## src/rtl/sc_flags_pkg.sv

```systemverilog
/*
  Constants for the smart card status flag block: register offsets,
  field positions, reset values and etu delay figures.
  Assumes a 32-bit APB register bus.
*/
package sc_flags_pkg;
  // ----------------------------------------
  // Register byte offsets
  // ----------------------------------------
  localparam logic [7:0] OFS_STATUS = 8'h00;
  localparam logic [7:0] OFS_CTRL = 8'h04;
  localparam logic [7:0] OFS_ETU = 8'h08;
  localparam logic [7:0] OFS_INT_STAT = 8'h0C;
  localparam logic [7:0] OFS_INT_MASK = 8'h10;
  // ----------------------------------------
  // Status fields
  // ----------------------------------------
  localparam int B_MP_TX = 0;
  localparam int B_MP_RX = 1;
  localparam int B_TX_DONE = 2;
  localparam int B_PARITY = 3;
  localparam int B_CARD_ERR = 4;
  localparam int B_TX_EMPTY = 7;
  // ----------------------------------------
  // Control fields
  // ----------------------------------------
  localparam int B_TE = 0;
  localparam int B_RE = 1;
  localparam int B_GM = 2;
  localparam int B_BLK = 3;
  localparam int B_SYNC = 4;
  localparam int CTRL_W = 5;
  // ----------------------------------------
  // Interrupt fields
  // ----------------------------------------
  localparam int I_PARITY = 0;
  localparam int I_CARD_ERR = 1;
  localparam int I_TX_DONE = 2;
  localparam int INT_W = 3;
  // ----------------------------------------
  // Reset values and etu delays in half etu
  // ----------------------------------------
  localparam logic RST_TX_DONE = 1'b1;
  localparam logic [15:0] RST_HALF_ETU = 16'h0010;
  localparam logic [2:0] HALVES_GM0_BLK0 = 3'h5;
  localparam logic [2:0] HALVES_GM0_BLK1 = 3'h3;
  localparam logic [2:0] HALVES_GM1 = 3'h2;
endpackage : sc_flags_pkg

```

## src/rtl/smart_card_serial_status_flags.sv

```systemverilog
/*
  Status flag block of a serial channel in smart card mode, with an
  APB register slave and a masked interrupt.
  Assumes the channel supplies same-clock strobes for reception end,
  transmission start, error sampling and controller writes.
*/
// Chosen here: register access over APB and the register addresses.
`timescale 1ns/1ps
`default_nettype none
module smart_card_serial_status_flags
  import sc_flags_pkg::*;
(
  // Clock and reset
  input wire logic sys_clk,
  input wire logic rstn,
  // APB slave
  input wire logic psel,
  input wire logic penable,
  input wire logic pwrite,
  input wire logic [7:0] paddr,
  input wire logic [31:0] pwdata,
  output logic [31:0] prdata,
  output logic pready,
  output logic pslverr,
  // Channel side
  input wire logic rx_char_done,
  input wire logic rx_parity_bad,
  input wire logic tx_start,
  input wire logic tx_empty_flag,
  input wire logic tx_dma_write,
  input wire logic err_sample,
  input wire logic card_err_n,
  output logic rx_buffer_load,
  output logic rx_full_set,
  output logic rx_start_block,
  output logic tx_hold,
  output logic tx_empty_clear,
  output logic transmit_enable,
  output logic rx_enable,
  output logic clock_output_mode,
  output logic block_transfer_mode,
  output logic irq
);
  // ----------------------------------------
  // State
  // ----------------------------------------
  logic parity_error_flag, next_parity_error_flag;
  logic card_error_flag, next_card_error_flag;
  logic tx_done_flag, next_tx_done_flag;
  logic multiproc_tx_bit, next_multiproc_tx_bit;
  logic arm_par, next_arm_par;
  logic arm_err, next_arm_err;
  logic arm_txe, next_arm_txe;
  logic [CTRL_W-1:0] ctrl, next_ctrl;
  logic [15:0] half_etu, next_half_etu;
  logic [15:0] half_cnt, next_half_cnt;
  logic [2:0] halves, next_halves;
  logic [INT_W-1:0] int_stat, next_int_stat;
  logic [INT_W-1:0] int_mask, next_int_mask;
  logic [31:0] next_prdata;
  logic next_pready, next_pslverr;
  logic next_rx_buffer_load, next_rx_full_set;
  logic next_tx_hold, next_tx_empty_clear, next_irq;
  logic err_s1, err_s2;
  logic acc, wr, rd, wr_stat, rd_stat, par_ev, err_ev, etu_end;
  logic [15:0] div;
  logic [2:0] target;
  logic [INT_W-1:0] ev;

  // ----------------------------------------
  // Functions
  // ----------------------------------------
  function automatic logic hit(input logic [7:0] a, input logic [7:0] o);
    hit = (a[7:2] == o[7:2]);
  endfunction : hit

  function automatic logic mapped(input logic [7:0] a);
    mapped = hit(a, OFS_STATUS) | hit(a, OFS_CTRL) | hit(a, OFS_ETU) |
             hit(a, OFS_INT_STAT) | hit(a, OFS_INT_MASK);
  endfunction : mapped

  // ----------------------------------------
  // Error pin synchroniser
  // ----------------------------------------
  always_ff @(posedge sys_clk) begin
    if (!rstn) begin
      err_s1 <= 1'b1;
      err_s2 <= 1'b1;
    end else begin
      err_s1 <= card_err_n;
      err_s2 <= err_s1;
    end
  end

  // ----------------------------------------
  // Next state
  // ----------------------------------------
  always_comb begin
    acc = psel & penable & pready;
    wr = acc & pwrite;
    rd = acc & ~pwrite;
    wr_stat = wr & hit(paddr, OFS_STATUS);
    rd_stat = rd & hit(paddr, OFS_STATUS);
    next_pready = psel & penable & ~pready;
    next_pslverr = next_pready & ~mapped(paddr);
    next_prdata = 32'h0000_0000;
    if (next_pready) begin
      case (1'b1)
        hit(paddr, OFS_STATUS): begin
          next_prdata[B_MP_TX] = multiproc_tx_bit;
          next_prdata[B_MP_RX] = 1'b0;
          next_prdata[B_TX_DONE] = tx_done_flag;
          next_prdata[B_PARITY] = parity_error_flag;
          next_prdata[B_CARD_ERR] = card_error_flag;
          next_prdata[B_TX_EMPTY] = tx_empty_flag;
        end
        hit(paddr, OFS_CTRL): next_prdata[CTRL_W-1:0] = ctrl;
        hit(paddr, OFS_ETU): next_prdata[15:0] = half_etu;
        hit(paddr, OFS_INT_STAT): next_prdata[INT_W-1:0] = int_stat;
        hit(paddr, OFS_INT_MASK): next_prdata[INT_W-1:0] = int_mask;
        default: next_prdata = 32'h0000_0000;
      endcase
    end
    // A read arms the clear only if it returned 1; any status write disarms.
    next_arm_par = arm_par;
    next_arm_err = arm_err;
    next_arm_txe = arm_txe;
    if (rd_stat) begin
      next_arm_par = prdata[B_PARITY];
      next_arm_err = prdata[B_CARD_ERR];
      next_arm_txe = prdata[B_TX_EMPTY];
    end else if (wr_stat) begin
      next_arm_par = 1'b0;
      next_arm_err = 1'b0;
      next_arm_txe = 1'b0;
    end
    // Parity flag: set wins over a software clear.
    par_ev = rx_char_done & rx_parity_bad & ~parity_error_flag;
    next_parity_error_flag = parity_error_flag;
    if (wr_stat & arm_par & ~pwdata[B_PARITY]) begin
      next_parity_error_flag = 1'b0;
    end
    if (rx_char_done & rx_parity_bad) begin
      next_parity_error_flag = 1'b1;
    end
    // Reception is refused once the flag is up, so strobes are dropped.
    next_rx_buffer_load = rx_char_done & ~parity_error_flag;
    next_rx_full_set = rx_char_done & ~rx_parity_bad & ~parity_error_flag;
    next_tx_hold = next_parity_error_flag & ctrl[B_SYNC];
    // Card error flag.
    err_ev = err_sample & ~err_s2 & ~card_error_flag;
    next_card_error_flag = card_error_flag;
    if (wr_stat & arm_err & ~pwdata[B_CARD_ERR]) begin
      next_card_error_flag = 1'b0;
    end
    if (err_sample & ~err_s2) begin
      next_card_error_flag = 1'b1;
    end
    next_multiproc_tx_bit = multiproc_tx_bit;
    if (wr_stat) begin
      next_multiproc_tx_bit = pwdata[B_MP_TX];
    end
    next_tx_empty_clear = wr_stat & arm_txe & ~pwdata[B_TX_EMPTY];
    // Half-etu timer from transmission start.
    div = (half_etu == 16'h0000) ? 16'h0001 : half_etu;
    if (~ctrl[B_GM] & ~ctrl[B_BLK]) begin
      target = HALVES_GM0_BLK0;
    end else if (~ctrl[B_GM]) begin
      target = HALVES_GM0_BLK1;
    end else begin
      target = HALVES_GM1;
    end
    etu_end = 1'b0;
    next_half_cnt = half_cnt;
    next_halves = halves;
    if (tx_start) begin
      next_half_cnt = div;
      next_halves = target;
    end else if (halves != 3'h0) begin
      if (half_cnt == 16'h0001) begin
        next_half_cnt = div;
        next_halves = halves - 3'h1;
        etu_end = (halves == 3'h1);
      end else begin
        next_half_cnt = half_cnt - 16'h0001;
      end
    end
    // Tx done flag: setting beats clearing.
    next_tx_done_flag = tx_done_flag;
    if (next_tx_empty_clear | tx_dma_write) begin
      next_tx_done_flag = 1'b0;
    end
    if (~ctrl[B_TE] & ~card_error_flag) begin
      next_tx_done_flag = 1'b1;
    end
    if (etu_end & ~card_error_flag & tx_empty_flag) begin
      next_tx_done_flag = 1'b1;
    end
    // Control registers; rx enable has no path to the parity flag.
    next_ctrl = ctrl;
    next_half_etu = half_etu;
    next_int_mask = int_mask;
    if (wr & hit(paddr, OFS_CTRL)) begin
      next_ctrl = pwdata[CTRL_W-1:0];
    end
    if (wr & hit(paddr, OFS_ETU)) begin
      next_half_etu = pwdata[15:0];
    end
    if (wr & hit(paddr, OFS_INT_MASK)) begin
      next_int_mask = pwdata[INT_W-1:0];
    end
    ev = '0;
    ev[I_PARITY] = par_ev;
    ev[I_CARD_ERR] = err_ev;
    ev[I_TX_DONE] = next_tx_done_flag & ~tx_done_flag;
    next_int_stat = int_stat;
    if (wr & hit(paddr, OFS_INT_STAT)) begin
      next_int_stat = int_stat & ~pwdata[INT_W-1:0];
    end
    next_int_stat = next_int_stat | ev;
    next_irq = |(next_int_stat & next_int_mask);
  end

  // ----------------------------------------
  // Registers
  // ----------------------------------------
  always_ff @(posedge sys_clk) begin
    if (!rstn) begin
      parity_error_flag <= 1'b0;
      card_error_flag <= 1'b0;
      tx_done_flag <= RST_TX_DONE;
      multiproc_tx_bit <= 1'b0;
      arm_par <= 1'b0;
      arm_err <= 1'b0;
      arm_txe <= 1'b0;
      ctrl <= '0;
      half_etu <= RST_HALF_ETU;
      half_cnt <= 16'h0000;
      halves <= 3'h0;
      int_stat <= '0;
      int_mask <= '0;
      prdata <= 32'h0000_0000;
      pready <= 1'b0;
      pslverr <= 1'b0;
      rx_buffer_load <= 1'b0;
      rx_full_set <= 1'b0;
      tx_hold <= 1'b0;
      tx_empty_clear <= 1'b0;
      irq <= 1'b0;
    end else begin
      parity_error_flag <= next_parity_error_flag;
      card_error_flag <= next_card_error_flag;
      tx_done_flag <= next_tx_done_flag;
      multiproc_tx_bit <= next_multiproc_tx_bit;
      arm_par <= next_arm_par;
      arm_err <= next_arm_err;
      arm_txe <= next_arm_txe;
      ctrl <= next_ctrl;
      half_etu <= next_half_etu;
      half_cnt <= next_half_cnt;
      halves <= next_halves;
      int_stat <= next_int_stat;
      int_mask <= next_int_mask;
      prdata <= next_prdata;
      pready <= next_pready;
      pslverr <= next_pslverr;
      rx_buffer_load <= next_rx_buffer_load;
      rx_full_set <= next_rx_full_set;
      tx_hold <= next_tx_hold;
      tx_empty_clear <= next_tx_empty_clear;
      irq <= next_irq;
    end
  end

  // ----------------------------------------
  // Output aliases of registered state
  // ----------------------------------------
  assign rx_start_block = parity_error_flag;
  assign transmit_enable = ctrl[B_TE];
  assign rx_enable = ctrl[B_RE];
  assign clock_output_mode = ctrl[B_GM];
  assign block_transfer_mode = ctrl[B_BLK];
endmodule : smart_card_serial_status_flags
`default_nettype wire

```

## config.mk

```make
export PLATFORM = sky130hd
export DESIGN_NAME = smart_card_serial_status_flags
export DESIGN_NICKNAME = d
export VERILOG_FILES = /design/src/rtl/sc_flags_pkg.sv /design/src/rtl/smart_card_serial_status_flags.sv
export SDC_FILE = /design/constraint.sdc
export NUM_CORES = 1
export LEC_CHECK = 0
export ABC_AREA = 1
export BUFFER_PORTS_ARGS = -buffer_cell sky130_fd_sc_hd__buf_2
export CAP_MARGIN = 20
export CORE_AREA = 5 5 86 104
export DETAILED_ROUTE_END_ITERATION = 12
export DIE_AREA = 0 0 91 109
export PLACE_DENSITY = 0.87
export RECOVER_POWER = 25
export SYNTH_ARGS = -nofsm -noshare
export SYNTH_HDL_FRONTEND = slang
export SYNTH_SLANG_ARGS = --single-unit
```

## constraint.sdc

```tcl
create_clock -name sys_clk -period 1.4 [get_ports sys_clk]
set_clock_uncertainty 0.1 [all_clocks]
set_input_delay 0.28 -clock sys_clk [delete_from_list [all_inputs] [get_ports sys_clk]]
set_output_delay 0.28 -clock sys_clk [all_outputs]
set_load 0.02 [all_outputs]
```

# Word-level counts from Yosys, hierarchy flattened
# Index checks and enable logic that the tools add are counted.
dict set report classes {
  addsub 2
  eq_ne 6
  muxes 36
  bitwise_logic 57
  n_reduce_logical 12
}
# operator count
set ops {}
lappend ops {{$mux W16} 4}
lappend ops {{$mux W3} 11}
lappend ops {{$and A1 B1 Y1} 31}
lappend ops {{$mux W1} 18}
lappend ops {{$not A1 Y1} 17}
lappend ops {{$eq A16 B1 Y1 const B} 1}
lappend ops {{$logic_not A16 Y1} 1}
lappend ops {{$sub A16 B1 Y16 const B} 1}
lappend ops {{$eq A6 B2 Y1 const B} 2}
lappend ops {{$reduce_bool A2 Y1} 4}
lappend ops {{$and A3 B3 Y3} 2}
lappend ops {{$eq A6 B1 Y1 const B} 1}
lappend ops {{$eq A6 B3 Y1 const B} 1}
lappend ops {{$logic_not A6 Y1} 1}
lappend ops {{$mux W2} 3}
lappend ops {{$reduce_or A3 Y1} 2}
lappend ops {{$or A1 B1 Y1} 5}
lappend ops {{$reduce_or A5 Y1} 1}
lappend ops {{$reduce_and A2 Y1} 2}
lappend ops {{$eq A3 B1 Y1 const B} 1}
lappend ops {{$not A3 Y3} 1}
lappend ops {{$or A3 B3 Y3} 1}
lappend ops {{$reduce_bool A3 Y1} 1}
lappend ops {{$sub A3 B1 Y3 const B} 1}
dict set report word_totals {
  regBits 94
  in_bits 52
  out_inout_bits 44
  elab_cells 139
}

# Longest topological paths before layout
# Gate-level depths: netlist of the first run.
dict set report depth {
  word_depth 14
  ltp_mapped 12
  depth_no_buf 11
}

# Least setup slack after synthesis of the first run
# No wires, ideal clock.
dict set report synth_timing {
  path_kind {reg2reg}
  start {reg pready}
  end {reg irq}
  setup_ns 0.120
  t_arrival_ns 1.312
  required_time_ns 1.180
  setup_slack_ns -0.132
  stages_incl_launch_ff 10
  n_path_buf 0
  synth_period_minus_slack_ns 1.532
  cell_sequence {dfxtp_1 -> inv_1 -> nor2_2 -> nand2_4 -> inv_2 -> nand2_1 -> o21ai_0 -> nand2_1 -> nand3_1 -> nand3_1}
}
dict set report synth_between {
  elab_chain_cells 13
  elab_cells_between_ends 17
  cone_classes {mux (5); bitwise (11); reduce/logical (1)}
}
# item line_no
set synth_rtl {}
lappend synth_rtl {{start, declared} smart_card_serial_status_flags.sv:23} ;# output logic pready,
lappend synth_rtl {{start signal, assigned} smart_card_serial_status_flags.sv:265} ;# pready <= next_pready;
lappend synth_rtl {{$and A1 B1 Y1 (*)} smart_card_serial_status_flags.sv:99} ;# acc = psel & penable & pready;
lappend synth_rtl {{$and A1 B1 Y1 (*)} smart_card_serial_status_flags.sv:100} ;# wr = acc & pwrite;
lappend synth_rtl {{$and A1 B1 Y1} smart_card_serial_status_flags.sv:102} ;# wr_stat = wr & hit(paddr, OFS_STATUS);
lappend synth_rtl {{$and A1 B1 Y1 (2 in series)} smart_card_serial_status_flags.sv:163} ;# next_tx_empty_clear = wr_stat & arm_txe & ~pwdata[B_TX_EMPTY];
lappend synth_rtl {{$or A1 B1 Y1} smart_card_serial_status_flags.sv:190} ;# if (next_tx_empty_clear | tx_dma_write) begin
lappend synth_rtl {{$mux W1} smart_card_serial_status_flags.sv:190}
lappend synth_rtl {{$mux W1} smart_card_serial_status_flags.sv:193} ;# if (~ctrl[B_TE] & ~card_error_flag) begin
lappend synth_rtl {{$mux W1} smart_card_serial_status_flags.sv:196} ;# if (etu_end & ~card_error_flag & tx_empty_flag) begin
lappend synth_rtl {{$and A1 B1 Y1} smart_card_serial_status_flags.sv:215} ;# ev[I_TX_DONE] = next_tx_done_flag & ~tx_done_flag;
lappend synth_rtl {{$or A3 B3 Y3} smart_card_serial_status_flags.sv:220} ;# next_int_stat = next_int_stat | ev;
lappend synth_rtl {{$and A3 B3 Y3 (*)} smart_card_serial_status_flags.sv:221} ;# next_irq = |(next_int_stat & next_int_mask);
lappend synth_rtl {{$reduce_or A3 Y1 (*)} smart_card_serial_status_flags.sv:221}
lappend synth_rtl {{end signal, assigned} smart_card_serial_status_flags.sv:271} ;# irq <= next_irq;
lappend synth_rtl {{end, declared} smart_card_serial_status_flags.sv:42} ;# output logic irq
# Every way passes the cells marked *; elsewhere a longest branch is shown, timed or not.
# A chain may end at the register's enable or synchronous reset.

# Worst setup path in the final report of the first run
dict set report layout_timing {
  start {reg half_etu[14]}
  end {reg half_cnt[13]}
}
dict set report layout_between {
  elab_chain_cells 5
}
# item line_no
set layout_rtl {}
lappend layout_rtl {{start, declared} smart_card_serial_status_flags.sv:55} ;# logic [15:0] half_etu, next_half_etu;
lappend layout_rtl {{start signal, assigned} smart_card_serial_status_flags.sv:259} ;# half_etu <= next_half_etu;
lappend layout_rtl {{$logic_not A16 Y1 (*)} smart_card_serial_status_flags.sv:165} ;# div = (half_etu == 16'h0000) ? 16'h0001 : half_etu;
lappend layout_rtl {{$mux W16 (*)} smart_card_serial_status_flags.sv:165}
lappend layout_rtl {{$mux W16} smart_card_serial_status_flags.sv:180} ;# if (half_cnt == 16'h0001) begin
lappend layout_rtl {{$mux W16} smart_card_serial_status_flags.sv:179} ;# end else if (halves != 3'h0) begin
lappend layout_rtl {{$mux W16 (*)} smart_card_serial_status_flags.sv:176} ;# if (tx_start) begin
lappend layout_rtl {{end signal, assigned} smart_card_serial_status_flags.sv:260} ;# half_cnt <= next_half_cnt;
lappend layout_rtl {{end, declared} smart_card_serial_status_flags.sv:56} ;# logic [15:0] half_cnt, next_half_cnt;
# Every way passes the cells marked *; elsewhere a longest branch is shown, timed or not. The select of a mux whose other input is x is not followed.

==> results.toml, run 1 <==
[run_status]
status = "finished with violations"
violations = "negative setup slack"

[clock_tree]
root_buffer = "clkbuf_8"
cts_htree_levels = 3
clock_latency_ns = 0.36
path_clk_slew_ns = 0.08
numCtsBuffers = 9
clock_path_buffers = 2
cts_sinks = 78
cts_tree = "done"

[yosys]
synth_mux_area_share_pct = 0
synth-edff-count = 0
synth_warnings = 0
synth_area_leaders = "dfxtp_1, nand2_1, o21ai_0, nor2_1, a21oi_1"
synth_xor_area_share_pct = 0.716
synth_top_area_share_pct = 42.5
synth_cells = 508
synth_area_leader_cell = "dfxtp_1"
synthArstFlopShare_pct = 0
avgSynthCellArea_um2 = 7.23
synth-seq-area-share_pct = 42.5
netlist_area_mm2 = 0.00367
yosysMostFrequentCell = "nand2_1"
synthSimpleGateAreaFrac_pct = 26.0
synth_fa_ha_area_share_pct = 1.70
synth_top_family_by_area = "simple AND/OR/NAND/NOR gates"
synth_compound_gate_area_share_pct = 17.2
ys_ff_latch = 78
ys.flop_type = "dfxtp_1"
synth_cell_types = 42
netlist_top_cells_count = "nand2_1, dfxtp_1, nor2_1"

[detailed_routing]
drtIter0Drc = 461
drc = 0
drtPass1Iterations = 5
num_vias = 4320
wire_per_inst_um = 18.1
vias_per_cell = 5.69
wirelength_um = 13700
final_antenna_net_count = 0

[timing]
worst_hold_slack_ns = 0.0925
tightest_slew_ns = 0.632
hold_viol_final = 0
rsz0062_at_grt = "yes"
period_needed_ns = 1.74
fin_tns_setup_ns = -5.51
setup_violations = 26
period_share_pct = 124
maxSlewHeadroom_pct = 57.9
finalMaxSlewViolations = 0
fmax_ghz = 0.576
setup_slack_ns = -0.337

[worst_setup_path]
crit_chain = "inv_1, nand3_1, nor2_1, nand2_1, buf_4, nand3_2, nand2_1, nor2_1, nor2_1"
slowest_stage = "dfxtp_1"
cp-end-kind = "register"
worstPathRequired_ns = 1.56
startpoint_type = "register"
crit_family = "simple AND/OR/NAND/NOR gates"
path_common_cell = "nor2_1"
critPathBufInv = 2
cp.arrival_ns = 1.89
path_class = "reg2reg"
critPathMaxFanout = 3
cpPeakStageDelay_ns = 0.35

[floorplan]
num_rows = 36
core_mm2 = 0.00788
die_area_mm2 = 0.00992
chipWidth_um = 91
start_util_pct = 46.6
dieHeight_um = 109
io_pins = 96

[power_and_ir_drop]
pwr-share-comb_pct = 33.9
p_clk_share_pct = 28.8
intPower_mw = 4.26
switching_share_pct = 33.7
powerDensity_mw_per_mm2 = 1200
p_total_mw = 6.43
power_switching_mw = 2.17
power.static_leakage_nw = 2.42
pwr-share-seq_pct = 37.3
ir_worst_vdd_v = 0.000900

[placed_design]
portBuffers = 61
gp_congestion = 0.963
dp.cells = 733
place_area_mm2 = 0.00463
pre_cts_slack_ns = -0.252
hpwl_um = 8080

[final_layout]
layout.nets = 718
drive_gt1_share_pct = 39.8
syn2layout_area_growth_pct = 46.4
final_area_mm2 = 0.00538
fillers = 539
finish.utilization_pct = 68.2
diodes = 0
stdcell_count = 759

[global_route]
grt_pass1_wl_um = 19000
overflow = 0
grt_max_degree = 30
grt_pass1_vias = 4236
antenna_found_initial = 0
grt_usage_pct = 23.9

[flow_run]
max_cap_viol_count = 0

[min_path]
hold_class = "in2reg"
[metal layers]
metal	vias to the layer above	share of wire, %	GRT usage (%)
li1	1927	-	-
met1	1992	35	23.0
met2	298	50	44.6
met3	103	7.9	5.80
met4	0	7.5	16.1
met5	-	0	0
[sequential cells by signal, indices dropped and copies added (netlist names), 3 cells and up]
signal,count
ctrl,5
half_cnt,16
halves,3
int_stat,3
int_mask,3
half_etu,16
prdata,16
[kinds of logic (layout without fill, tap and decap cells)]
logic type	Yosys count	count (layout)
and+or+nand+nor	211	212
AOI/OAI and AO/OA	118	118
buffers and inverters	92	232
DFF	78	78
adders and majority gates	5	5
xor gates and xnor gates	3	3
other	1	16
[worst paths after layout]
| kind | cells past startpoint | startpoint | to | slack [ns] |
|---|---|---|---|---|
| worst max-delay path | 9 | half_etu[14] | half_cnt[13] | -0.34 |
| worst max register to register | 9 | half_etu[14] | half_cnt[13] | -0.34 |
| worst min register to register | 1 | err_s1 | err_s2 | 0.32 |
| worst min-delay path | 3 | pwdata[4] | half_etu[4] | 0.09 |
[worst min-delay path, cell delays in order]
cell	delay, ns
buf_2	0.10
nand2_1	0.05
o211ai_1	0.08
[cells in the final DEF, fill, tap and decap left out, types with 2 or more instances in the layout]
cell type	count
buf_4	78
dfxtp_1	72
nand2_1	65
nor2_1	49
inv_1	47
buf_2	46
a21oi_1	36
o21ai_0	34
o21ai_1	18
nand3_1	16
conb_1	16
clkbuf_1	16
nor2_4	14
nand2_2	14
a21oi_2	11
buf_6	11
inv_2	10
nor2_2	10
clkbuf_8	10
nand2_4	9
nand3_2	9
o21ai_2	8
nand4_1	7
dfxtp_2	5
nand2_8	3
nor3_1	3
nand3b_1	3
nand3_4	3
inv_4	2
o211ai_1	2
clkinv_1	2
or2_2	2
a21boi_0	2
a31oi_1	2
ha_4	2
ha_1	2
bufinv_16	2
dlygate4sd3_1	2
[power by group through the flow]
stage / Combinational [mW] / Sequential [mW] / Clock (mW)
finish: 2.18 / 2.40 / 1.85
detailed placement: 1.41 / 2.43 / 0
floorplan: 0.797 / 2.45 / 0
global placement: 1.35 / 2.42 / 0
global route: 2.28 / 2.41 / 1.96
CTS: 1.63 / 2.39 / 1.84
[what timing repair did]
item | 4_1_cts | 5_1_grt
setup endpoints to repair | 26 | 50
pin swaps | 22 | 26
hold buffers | 2 | 0
hold endpoints to repair | 2 | 0
buffers inserted | 3 | 7
gates resized for setup | 64 | 76
cloned | 1 | 0
[cell type report]
cell class / count / area [um2] / share of cell area (%)
well taps: 95 / 119 / 2.21
repair buffers: 154 / 1040 / 19.3
clock inverters: 4 / 72.6 / 1.35
inverters: 64 / 270 / 5.03
flip-flops and latches: 78 / 1570 / 29.2
clock buffers: 10 / 138 / 2.56
multi-input cells: 354 / 2170 / 40.3
Power figures use the tool's default switching activity.
==> run 2, diff against run 1 <==
Settings changed: CAP_MARGIN 20 to 10, CORE_AREA 5 5 86 104 to 5 5 85 102, DIE_AREA 0 0 91 109 to 0 0 90 107.
Clock period 1.4 ns to 2.1 ns, I/O delays scaled along.
==> run 2 against run 1 <==
Against the previous run:
- the flow now finishes without violations
- sequential share of layout area is 8.1 points higher
- fmax is 3.8% lower
- cell count is 11% lower
- non-clock buffer count is 85 lower
- first-iteration DRC count is 28% lower
- core utilization is 13 points lower
- power is 48% lower
- combinational power is 69% lower
- sequential power is 33% lower
- cell area is 22% lower
- highest routed layer unchanged
==> results.toml, run 2 (synthesized netlist as in run 1, its figures left out) <==
[worst_setup_path]
r2r_end = "half_cnt[7]"
r2r_cells = 9
critPathMaxFanout = 8
cp-end-kind = "register"
worstPathRequired_ns = 2.30
startpoint_type = "register"
path_class = "reg2reg"
r2r_slack_ns = 0.29
rr_startpoint = "half_cnt[6]"
cp.arrival_ns = 2.00

[detailed_routing]
drc = 0
wirelength_um = 9310
final_antenna_net_count = 0
wire_per_inst_um = 13.9
vias_per_cell = 5.25
num_vias = 3525
drtIter0Drc = 334
drtPass1Iterations = 5

[final_layout]
layout_common_cells = "nand2_1, dfxtp_1, nor2_1"
final_area_mm2 = 0.00418
ff_latch_area_mm2 = 0.00156
largestRegisters = "half_cnt x16, half_etu x16, prdata x16"
drive_gt1_share_pct = 15.9
layout.nets = 632
fillers = 718
stdcell_count = 672
multi_input_area_mm2 = 0.00174
diodes = 0
final_common_cell = "nand2_1"
syn2layout_area_growth_pct = 13.8

[power_and_ir_drop]
switching_share_pct = 31.4
power.static_leakage_nw = 1.84
powerDensity_mw_per_mm2 = 796
intPower_mw = 2.28
p_clk_share_pct = 31.4
power_switching_mw = 1.05
pwr-share-seq_pct = 48.3
ir_worst_vdd_v = 0.000511
pwr-share-comb_pct = 20.3

[floorplan]
chipWidth_um = 90
core_mm2 = 0.00758
start_util_pct = 48.5
dieHeight_um = 107
num_rows = 35
io_pins = 96
die_area_mm2 = 0.00963

[clock_tree]
clock_path_buffers = 2
cts_sinks = 78
cts_setup_buffers = 0
cts_resized = 0
numCtsBuffers = 9
cts_hold_buf = 0
path_clk_slew_ns = 0.08
cts_htree_levels = 3
root_buffer = "clkbuf_8"
clock_latency_ns = 0.36
cts_tree = "done"

[global_route]
antenna_found_initial = 0
grt_usage_pct = 19.0
overflow = 0
grt_pass1_wl_um = 15300
grt_pass1_vias = 3423
grt_max_degree = 42

[min_path]
min_path_cells = 2
holdPathEnd = "err_s1"
hold_class = "in2reg"
hold_start = "card_err_n"

[flow_run]
max_cap_viol_count = 0

[timing]
maxSlewHeadroom_pct = 48.5
setup_violations = 0
period_needed_ns = 1.81
rsz0062_at_grt = "no"
fin_tns_setup_ns = 0
hold_viol_final = 0
tightest_slew_ns = 0.772
fmax_ghz = 0.554
period_share_pct = 86.0
finalMaxSlewViolations = 0

[placed_design]
dp.cells = 656
gp_congestion = 0.923
portBuffers = 61
hpwl_um = 7010
place_area_mm2 = 0.00402

[run_status]
status = "finished, final reports clean"
run 2: changes by cell type in the layout (fill, tap and decap cells not counted), sizes merged:
cell,change
nand2,-1
clkbuf,+7
clkinv,-1
buf,-88
inv,+1
bufinv,-2
dlygate4sd3,-2
clkinvlp,+2
run 2: cell type report:
type	count	share of cell area, %
well taps	92	2.76
inverters	64	5.81
clock buffers	12	3.71
repair buffers	69	8.06
flip-flops and latches	78	37.4
multi-input cells	353	41.5
clock inverters	4	0.749
run 2: metal layers:
layer,share of wire [%],global-route usage [%],vias up
met4,2.7,8.72,0
met3,5.6,2.74,26
li1,-,-,1745
met2,52,34.1,138
met1,40,22.1,1616
met5,0,0,-
run 2: worst max-delay path by stage:
stage	start	slack [ns]	cells after the start	to
final	half_cnt[6]	0.29	9	half_cnt[7]
after global routing	half_cnt[6]	0.09	10	half_cnt[6]
after CTS	half_cnt[1]	0.35	10	half_cnt[7]
after detailed placement	paddr[5]	0.18	9	half_etu[6]
after global placement	paddr[5]	0.28	9	half_etu[8]
after floorplan	paddr[5]	0.50	9	half_etu[12]
run 2: power by group through the flow:
stage / registers (mW) / logic [mW] / clock network (mW)
final: 1.61 / 0.675 / 1.04
after global routing: 1.62 / 0.770 / 1.11
after CTS: 1.60 / 0.670 / 1.05
after detailed placement: 1.64 / 0.665 / 0
after global placement: 1.64 / 0.635 / 0
after floorplan: 1.63 / 0.508 / 0
run 2: metrics by stage:
step                total power [mW]  setup WS (ns)  hold slack, ns  utilization [%]
finish                          3.33          0.295           0.148             55.1
CTS                             3.33          0.347           0.146             55.5
global placement                2.27          0.281           0.299             53.1
floorplan                       2.14          0.505           0.293                -
detailed placement              2.30          0.183           0.305             53.1
global route                    3.49         0.0932           0.169             55.1
run 2: worst max-delay path, stage by stage, from the launching register on:
cell and delay, ns:
dfxtp_1 0.36, nor2_1 0.17, nand2_1 0.09, nor2_1 0.19, nand2_1 0.10, nand2_2 0.20
nand2_1 0.15, inv_2 0.16, nand2_1 0.10, a21oi_1 0.14
==> run 3, diff against run 2 <==
Settings changed: CORE_AREA 5 5 85 102 to 5 5 86 104, DIE_AREA 0 0 90 107 to 0 0 91 109.
Clock period 2.1 ns to 1.6 ns, I/O delays scaled along.
==> run 3 against run 2 <==
Against the previous run:
- the flow now finishes with violations (negative setup slack)
- routed wire length increased by 19%
- first-iteration DRC count is 9.0% higher
- hold slack worse by 0.11 ns
- non-clock buffer count up 41
- setup slack worse by 0.30 ns
- clock-buffer cell count grew 1
- clock power up 66%
- register-to-register slack got worse by 0.30 ns
- critical path type unchanged
- largest cell class unchanged
==> results.toml, run 3 (synthesized netlist as in run 1, its figures left out) <==
[clock_tree]
clock_latency_ns = 0.38
path_clk_slew_ns = 0.09
numCtsBuffers = 9
clock_path_buffers = 2
cts_sinks = 78
cts_htree_levels = 3
cts_tree = "done"
root_buffer = "clkbuf_8"

[final_layout]
multi_input_area_mm2 = 0.00199
fillers = 575
diodes = 0
drive_gt1_share_pct = 30.9
largestRegisters = "half_cnt x16, half_etu x16, prdata x16"
stdcell_count = 717
final_common_cell = "nand2_1"
syn2layout_area_growth_pct = 31.8
layout_common_cells = "nand2_1, dfxtp_1, nor2_1"
layout.nets = 674
ff_latch_area_mm2 = 0.00157

[timing]
hold_viol_final = 0
tightest_slew_ns = 0.580
rsz0062_at_grt = "yes"
period_share_pct = 100
maxSlewHeadroom_pct = 61.3
setup_slack_ns = -0.00103
fmax_ghz = 0.625
setup_violations = 1
period_needed_ns = 1.60
fin_tns_setup_ns = -0.00103
finalMaxSlewViolations = 0

[global_route]
overflow = 0
antenna_found_initial = 0
grt_max_degree = 42
grt_pass1_vias = 3665
grt_pass1_wl_um = 16400
grt_usage_pct = 20.4

[placed_design]
hpwl_um = 7310
dp.cells = 697
pre_cts_slack_ns = -0.183
gp_congestion = 0.940
portBuffers = 61

[detailed_routing]
wire_per_inst_um = 15.5
wirelength_um = 11100
drtPass1Iterations = 5
drtIter0Drc = 364
num_vias = 3871
vias_per_cell = 5.40
drc = 0
final_antenna_net_count = 0

[floorplan]
dieHeight_um = 109
start_util_pct = 46.6
num_rows = 36
die_area_mm2 = 0.00992
chipWidth_um = 91
io_pins = 96
core_mm2 = 0.00788

[worst_setup_path]
cp.arrival_ns = 1.77
worstPathRequired_ns = 1.77
cp-end-kind = "register"
critPathMaxFanout = 6
startpoint_type = "register"
path_class = "reg2reg"

[power_and_ir_drop]
ir_worst_vdd_v = 0.000841
power.static_leakage_nw = 2.16
powerDensity_mw_per_mm2 = 1090

[run_status]
violations = "negative setup slack"
status = "finished with violations"

[flow_run]
max_cap_viol_count = 0

[min_path]
hold_class = "in2reg"
==> run 3: what timing repair did <==
| action | CTS | global route |
|---|---|---|
| pin swaps | 5 | 16 |
| hold buffers | 0 | 0 |
| gates cloned | 0 | 1 |
| setup endpoints to repair | 21 | 23 |
| setup buffers | 2 | 1 |
| gates resized for setup | 20 | 72 |
==> run 3: final cells by class <==
| class | instances | share of cell area [%] |
|---|---|---|
| multi-input cells | 354 | 41.1 |
| flip-flops and latches | 78 | 32.5 |
| repair buffers | 110 | 13.9 |
| inverters | 64 | 5.22 |
| clock buffers | 13 | 3.49 |
| well taps | 95 | 2.46 |
| clock inverters | 3 | 1.34 |
==> run 3: worst paths after layout <==
kind                     from     endpoint  slack (ns)  depth (start not counted)
setup / recovery  half_cnt[1]  half_cnt[1]      -0.001                         10
hold / removal     card_err_n       err_s1        0.04                          2
setup reg to reg  half_cnt[1]  half_cnt[1]      -0.001                         10
hold reg to reg        err_s1       err_s2        0.32                          1
==> run 3: worst max-delay path, stage by stage, from the launching register on <==
cell and delay, ns:
dfxtp_2 0.34, inv_4 0.07, ha_4 0.14, nand2_4 0.05
nor2_4 0.12, nand2_2 0.07, nand2_4 0.14, buf_6 0.15
o21ai_2 0.06, a21oi_1 0.15, nor2_1 0.08
==> run 3: per-layer routing <==
metal  GRT usage (%)  up-vias  wire length [um]
li1                -     1834                 -
met1            21.2     1793              4080
met2            37.1      196              5780
met3            5.11       48               794
met4            11.8        0               464
met5               0        -                 0
==> run 3: stage by stage <==
step	hold slack, ns	power, mW	util, %	instance area, um2
after floorplan	0.293	2.80	-	3730
after global placement	0.301	3.18	54.8	4320
after detailed placement	0.306	3.22	54.8	4320
after CTS	0.0420	4.99	58.7	4630
after global routing	0.0558	5.51	61.4	4840
final	0.0402	5.29	61.4	4840
==> run 3: power by group <==
group / total, mW / internal, mW / switching (mW)
Clock: 1.73 / 1.01 / 0.720
Sequential: 2.11 / 2.03 / 0.0776
Combinational: 1.46 / 0.605 / 0.853
